[config.mk]
export PLATFORM = sky130hd
export DESIGN_NAME = scr_regs
export DESIGN_NICKNAME = d
export VERILOG_FILES = /design/src/verilog/scr_pkg.sv /design/src/verilog/scr_err_counter.sv /design/src/verilog/scr_regs.sv
export VERILOG_INCLUDE_DIRS = /design/src /design/src/verilog
export SDC_FILE = /design/constraint.sdc
export NUM_CORES = 1
export LEC_CHECK = 0
export ABC_AREA = 0
export BUFFER_PORTS_ARGS = -buffer_cell sky130_fd_sc_hd__buf_4
export CORE_MARGIN = 5
export CORE_UTILIZATION = 40
export DETAILED_ROUTE_END_ITERATION = 8
export PLACE_DENSITY = 0.57
export RECOVER_POWER = 100
export SLEW_MARGIN = 20
export SYNTH_ARGS = -nofsm -noshare
export SYNTH_HDL_FRONTEND = slang
export SYNTH_SLANG_ARGS = --single-unit
export TNS_END_PERCENT = 5
[constraint.sdc]
create_clock -name mclk -period 2.6 [get_ports mclk]
set_clock_uncertainty 0.15 [all_clocks]
set_input_delay 0.13 -clock mclk [delete_from_list [all_inputs] [get_ports mclk]]
set_output_delay 0.13 -clock mclk [all_outputs]
set_load 0.02 [all_outputs]
[src/verilog/scr_defines.svh]
// constants for the serializer control register bank
// assumes inclusion by bare name from the design files
`ifndef SCR_DEFINES_SVH
`define SCR_DEFINES_SVH
`define SCR_ADDR_CLK_DELAY   8'h24
`define SCR_ADDR_POWER       8'h26
`define SCR_ADDR_ERR_MASK    8'h27
`define SCR_ADDR_LOSS_OVR    8'h28
`define SCR_ADDR_LOSS_STAT   8'h29
`define SCR_BIT_BYPASS       7
`define SCR_BIT_CHAN_RST     7
`define SCR_PD_MSB           6
`define SCR_PD_RESET         7'h3f
`define SCR_PD_NORMAL        7'h3f
`define SCR_PD_LOWPWR        7'h40
`define SCR_BIT_PLL_MASK     4
`define SCR_BIT_FIFO_MASK    3
`define SCR_BIT_CLKDET_MASK  2
`define SCR_BIT_CLKLOS_MASK  1
`define SCR_BIT_LANE_MASK    0
`define SCR_MASK_MSB         4
`define SCR_BIT_FORCE_LOW    1
`define SCR_BIT_FORCE_HIGH   0
`define SCR_LANES            5
`define SCR_CNT_W            16
`define SCR_CNT_MAX          16'hffff
`define SCR_NUM_ERR          5
`endif

[src/verilog/scr_pkg.sv]
// types shared by the serializer control register bank
// assumes nothing beyond a SystemVerilog compiler
package scr_pkg;
  typedef logic [7:0]  scr_byte_t;
  typedef logic [15:0] scr_cnt_t;
endpackage

[src/verilog/scr_err_counter.sv]
// one saturating error event counter with a mask input
// assumes events are single-cycle pulses synchronous to mclk
`timescale 1ns/1ps
`default_nettype none
`include "scr_defines.svh"
module scr_err_counter
  import scr_pkg::*;
(
  input  wire logic mclk,
  input  wire logic rst,
  input  wire logic event_pulse,
  input  wire logic event_mask,
  output scr_cnt_t  count
);
  scr_cnt_t count_ff;
  scr_cnt_t nxt_count;
  wire      do_count = event_pulse & ~event_mask;
  // saturate rather than wrap so a long fault never reads as few errors
  assign nxt_count = (do_count && count_ff != `SCR_CNT_MAX) ?
                     scr_cnt_t'(count_ff + 16'h0001) : count_ff;
  always_ff @(posedge mclk) begin
    if (rst) count_ff <= '0;
    else     count_ff <= nxt_count;
  end
  assign count = count_ff;
endmodule
`default_nettype wire

[src/verilog/scr_regs.sv]
// register bank: clock bypass, power/channel reset, error masks, loss override
// assumes a management bus front end presenting byte writes and reads on mclk
//
// Function
// - reg 0x24 bit 7 bypasses input clock delay; resets to zero
// - reg 0x26 bit 7 drives the serializer channel reset
// - seven-bit power-down field resets to 0x3f; 0x3f normal, 0x40 low power
// - error events are counted per type in internal counters
// - mask bits in 0x27 stop counting; bit4 pll, bit0 lane loss
// - mask bit 3 excludes buffer overflow and underflow errors
// - mask bit 2 excludes input clock detection errors
// - mask bit 1 excludes clock loss errors
// - override bit 1 forces loss indicator low
// - override bit 0 forces it high, winning over bit 1
// - one status bit per lane, one means no data present
`timescale 1ns/1ps
`default_nettype none
`include "scr_defines.svh"
module scr_regs
  import scr_pkg::*;
(
  input  wire logic                     mclk,
  input  wire logic                     rst,
  input  wire logic [7:0]               bus_addr,
  input  wire logic                     bus_wr,
  input  wire logic                     bus_rd,
  input  wire logic [7:0]               bus_wdata,
  output scr_byte_t                     bus_rdata,
  input  wire logic [`SCR_LANES-1:0]    lane_absent_raw,
  input  wire logic                     clock_absent_raw,
  input  wire logic [`SCR_NUM_ERR-1:0]  err_events,
  output logic                          clk_delay_bypass,
  output logic                          channel_reset,
  output logic [`SCR_PD_MSB:0]          power_down,
  output logic                          signal_loss_indicator,
  output logic [`SCR_LANES-1:0]         lane_absent_flags,
  output logic [`SCR_NUM_ERR-1:0]       err_nonzero
);
  // ==========================================================
  // register storage
  logic                     bypass_ff;
  logic                     chan_rst_ff;
  logic [`SCR_PD_MSB:0]     pd_ff;
  logic [`SCR_MASK_MSB:0]   mask_ff;
  logic                     force_low_ff;
  logic                     force_high_ff;
  wire  wr_clk  = bus_wr & (bus_addr == `SCR_ADDR_CLK_DELAY);
  wire  wr_pwr  = bus_wr & (bus_addr == `SCR_ADDR_POWER);
  wire  wr_mask = bus_wr & (bus_addr == `SCR_ADDR_ERR_MASK);
  wire  wr_ovr  = bus_wr & (bus_addr == `SCR_ADDR_LOSS_OVR);
  always_ff @(posedge mclk) begin
    if (rst) begin
      bypass_ff     <= 1'b0;
      chan_rst_ff   <= 1'b0;
      pd_ff         <= `SCR_PD_RESET;
      mask_ff       <= '0;
      force_low_ff  <= 1'b0;
      force_high_ff <= 1'b0;
    end else begin
      // only documented bits are stored, the rest are dropped
      if (wr_clk)  bypass_ff   <= bus_wdata[`SCR_BIT_BYPASS];
      if (wr_pwr)  chan_rst_ff <= bus_wdata[`SCR_BIT_CHAN_RST];
      if (wr_pwr)  pd_ff       <= bus_wdata[`SCR_PD_MSB:0];
      if (wr_mask) mask_ff     <= bus_wdata[`SCR_MASK_MSB:0];
      if (wr_ovr)  force_low_ff  <= bus_wdata[`SCR_BIT_FORCE_LOW];
      if (wr_ovr)  force_high_ff <= bus_wdata[`SCR_BIT_FORCE_HIGH];
    end
  end
  // ==========================================================
  // error counters, one per event type
  // events: 4 pll, 3 fifo over/underflow, 2 clock detect, 1 clock loss, 0 lane loss
  scr_cnt_t cnt [`SCR_NUM_ERR];
  genvar gi;
  generate
    for (gi = 0; gi < `SCR_NUM_ERR; gi++) begin : g_cnt
      scr_err_counter u_cnt (
        .mclk        (mclk),
        .rst         (rst),
        .event_pulse (err_events[gi]),
        .event_mask  (mask_ff[gi]),
        .count       (cnt[gi])
      );
    end
  endgenerate
  // ==========================================================
  // loss indicator and status
  wire any_loss = clock_absent_raw | (|lane_absent_raw);
  // force high has priority over force low
  wire nxt_loss = force_high_ff ? 1'b1 : (force_low_ff ? 1'b0 : any_loss);
  logic                  loss_ff;
  logic [`SCR_LANES-1:0] lane_ff;
  logic [`SCR_NUM_ERR-1:0] nz_ff;
  logic [`SCR_NUM_ERR-1:0] nxt_nz;
  scr_byte_t rdata_ff;
  scr_byte_t nxt_rdata;
  generate
    for (gi = 0; gi < `SCR_NUM_ERR; gi++) begin : g_nz
      assign nxt_nz[gi] = (cnt[gi] != '0);
    end
  endgenerate
  wire [7:0] rd_clk  = {bypass_ff, 7'h00};
  wire [7:0] rd_pwr  = {chan_rst_ff, pd_ff};
  wire [7:0] rd_mask = {3'h0, mask_ff};
  wire [7:0] rd_ovr  = {6'h00, force_low_ff, force_high_ff};
  wire [7:0] rd_stat = {2'h0, clock_absent_raw, lane_absent_raw};
  // unmapped addresses read zero
  assign nxt_rdata = (bus_addr == `SCR_ADDR_CLK_DELAY) ? rd_clk  :
                     (bus_addr == `SCR_ADDR_POWER)     ? rd_pwr  :
                     (bus_addr == `SCR_ADDR_ERR_MASK)  ? rd_mask :
                     (bus_addr == `SCR_ADDR_LOSS_OVR)  ? rd_ovr  :
                     (bus_addr == `SCR_ADDR_LOSS_STAT) ? rd_stat : 8'h00;
  always_ff @(posedge mclk) begin
    if (rst) begin
      loss_ff  <= 1'b0;
      lane_ff  <= '0;
      nz_ff    <= '0;
      rdata_ff <= 8'h00;
    end else begin
      loss_ff  <= nxt_loss;
      lane_ff  <= lane_absent_raw;
      nz_ff    <= nxt_nz;
      if (bus_rd) rdata_ff <= nxt_rdata;
    end
  end
  assign bus_rdata             = rdata_ff;
  assign clk_delay_bypass      = bypass_ff;
  assign channel_reset         = chan_rst_ff;
  assign power_down            = pd_ff;
  assign signal_loss_indicator = loss_ff;
  assign lane_absent_flags     = lane_ff;
  assign err_nonzero           = nz_ff;
endmodule
`default_nettype wire

==> results.json <==
{
  "fp.dieH_um": 131,
  "wl_per_cell_um": 14.7,
  "diodes": 0,
  "worstSetupPathType": "in -> reg",
  "via_per_inst": 5.61,
  "p_leak_nw": 2.52,
  "min_period_ns": 2.31,
  "fin_cells": 958,
  "ys_seq_elements": 115,
  "postRouteAntennaNets": 0,
  "dpl.cell_count": 903,
  "rsz0062_at_grt": "no",
  "fp.dieW_um": 131,
  "slew_violations": 0,
  "relSlewSlack": 0.457,
  "overflow": 0,
  "avgSynthCellArea_um2": 8.58,
  "synth_top_flop_cell": "dfxtp_1",
  "fmax_mhz": 432,
  "hp-class": "in -> reg",
  "grt_pass1_vias": 5113,
  "startpoint_type": "input pin",
  "endpoint_kind": "flop",
  "path_max_fanout": 8,
  "clk-insertion-delay-late_ns": 0.41,
  "synth_area_um2": 5820,
  "synth_cell_types": 57,
  "cp_slowest_stage_delay_ns": 0.58,
  "synthToLayoutAreaGrowth_pct": 23.1,
  "port_buffers": 58,
  "synth_edf_count": 0,
  "yosys_warnings": 0,
  "ir_drop_v": 0.000544,
  "worstPathRequired_ns": 2.74,
  "clk_path_buf_depth": 2,
  "cts-htree-levels": 4,
  "tightest_slew_ns": 0.807,
  "antenna_found_initial": 0,
  "dieArea_um2": 17100,
  "cts_root_buffer": "clkbuf_16",
  "io_pins": 59,
  "min_from": "rst",
  "fin_crit_sh": 0.890,
  "nFillCells": 1393,
  "path_clk_slew_ns": 0.05,
  "reg2reg_depth": 4,
  "maxCapViolCount": 0,
  "powerDensity_nw_per_um2": 630,
  "final_cell_mix": "dfxtp_1 (115), a21oi_1 (70), nor2_1 (53), nand2_1 (45), clkbuf_1 (38)",
  "rows": 44,
  "gp_congestion": 0.859,
  "drt_first_pass_iters": 5,
  "slowest_stage": "dlygate4sd3_1",
  "cts_num_sinks": 115,
  "status": "complete, no violations",
  "core_area_um2": 14400,
  "critPathArrivalTime_ns": 2.45,
  "start_util": 0.403,
  "grt_first_pass_wirelength_um": 23900,
  "crit_chain": "dlygate4sd3_1 -> clkbuf_1 -> and3b_1 -> nand3_1 -> mux2i_1 -> nand2_1 -> dlygate4sd3_1",
  "post_cts_buffers": 0,
  "hpwl_um": 9740,
  "whs_path_depth": 4,
  "drt-total-wl_um": 14100,
  "finalSetupTns_ns": 0,
  "hold_violations": 0,
  "r2r-start": "g_cnt[4].u_cnt.count[6]",
  "setup_viol": 0,
  "cts_tree": "done",
  "ys_seq_area_frac": 0.396,
  "grt_max_degree": 119,
  "async_flop_share": 0,
  "cp-startpoint": "bus_addr[3]",
  "crit_top_cell": "dlygate4sd3_1",
  "synth_nets": 719,
  "vias": 5373,
  "final_nets": 802,
  "drtIter0Drc": 222,
  "synth_cells": 678,
  "layout_commonest_cell": "dfxtp_1",
  "grt.total_usage": 0.173,
  "numCtsBuffers": 17,
  "fin_hold_ws_ns": 0.0480,
  "drcViolationCount": 0,
  "drive_above_1_share": 0.115
}
-- sequential cells by signal, indices dropped and copies added (netlist names) --
| register | cells |
|---|---|
| bus_rdata | 8 |
| channel_reset | 1 |
| clk_delay_bypass | 1 |
| err_nonzero | 5 |
| force_high_ff | 1 |
| force_low_ff | 1 |
| g_cnt.u_cnt.count | 80 |
| lane_absent_flags | 5 |
| mask_ff | 5 |
| power_down | 7 |
| signal_loss_indicator | 1 |
-- synth_stat cells (4+ instances only) --
library cell  count  share of area
a21oi_1          70          0.060
a31oi_1           5         0.0054
a41oi_1           5         0.0075
and2_1            5         0.0054
and3_1            9         0.0097
and4_1           10          0.015
clkbuf_1         16          0.010
dfxtp_1         115           0.40
ha_1             10          0.022
inv_1            26          0.017
mux2_2           20          0.039
mux2i_1          25          0.043
nand2_1          45          0.029
nand2b_1          9         0.0097
nand3_1          26          0.022
nand3b_1          4         0.0052
nand4_1          21          0.023
nor2_1           53          0.034
nor2b_1          26          0.028
nor3_1           17          0.015
nor4_1           20          0.022
nor4b_1           6         0.0090
o21ai_0          16          0.014
o311ai_0          4         0.0060
o31ai_1          25          0.032
o41ai_1           8          0.012
or3_1            14          0.015
or4_1            24          0.031
-- power breakdown --
part           switching, mW  internal, mW  total (mW)  leakage (nW)
Clock                  0.827          1.63        2.45         0.295
Combinational          0.138         0.111       0.249          1.29
Sequential            0.0189          1.79        1.81         0.931
-- what timing repair did --
item / 4_1_cts / 5_1_grt
hold buffers: 23 / 0
hold endpoints to repair: 35 / 0
gates resized for setup: 0 / 0
-- final timing paths --
check	endpoint	slack, ns
setup / recovery	power_down[3]	0.29
hold / removal	g_cnt[4].u_cnt.count[1]	0.05
setup reg to reg	g_cnt[4].u_cnt.count[0]	0.38
hold reg to reg	bus_rdata[3]	0.31
-- per-stage QoR --
stage	instance area (um^2)	total power, mW	setup slack, ns	utilization
finish	7160	4.51	0.287	0.497
global route	7160	4.70	0.190	0.497
CTS	7310	4.59	0.352	0.507
detailed placement	6460	2.09	0.516	0.448
global placement	6460	2.08	0.624	0.448
floorplan	5820	1.98	0.790	-
-- worst max-delay path: cells and delay by family --
family,cells,cell delay (ns)
muxes,1,0.30
and+or+nand+nor,3,0.76
buffers and inverters,3,1.26
-- layer usage --
| layer | share of wire | vias to the layer above | global-route usage |
|---|---|---|---|
| met5 | 0 | - | 0 |
| met4 | 0.012 | 0 | 0.0502 |
| met3 | 0.047 | 15 | 0.0642 |
| li1 | - | 2728 | - |
| met2 | 0.47 | 92 | 0.279 |
| met1 | 0.48 | 2538 | 0.217 |
-- cells by family after synthesis --
family                   after synthesis  share of synthesized area
adder cells (fa/ha/maj)               10                     0.0215
buffers and inverters                 50                     0.0338
flip-flops                           115                      0.396
AO/OA/AOI/OAI                        147                      0.157
multiplexers                          45                     0.0817
AND/OR/NAND/NOR                      311                      0.311
-- cell type report --
| type | instances | area [um^2] | share of cell area |
|---|---|---|---|
| Clock buffer | 19 | 443 | 0.0618 |
| Clock inverter | 13 | 183 | 0.0255 |
| Tap cell | 184 | 230 | 0.0321 |
| Sequential cell | 115 | 2300 | 0.321 |
| Timing Repair Buffer | 88 | 589 | 0.0823 |
| Multi-Input combinational cell | 513 | 3320 | 0.463 |
| Inverter | 26 | 97.6 | 0.0136 |
Note: power is estimated with default switching activity, not from simulation.
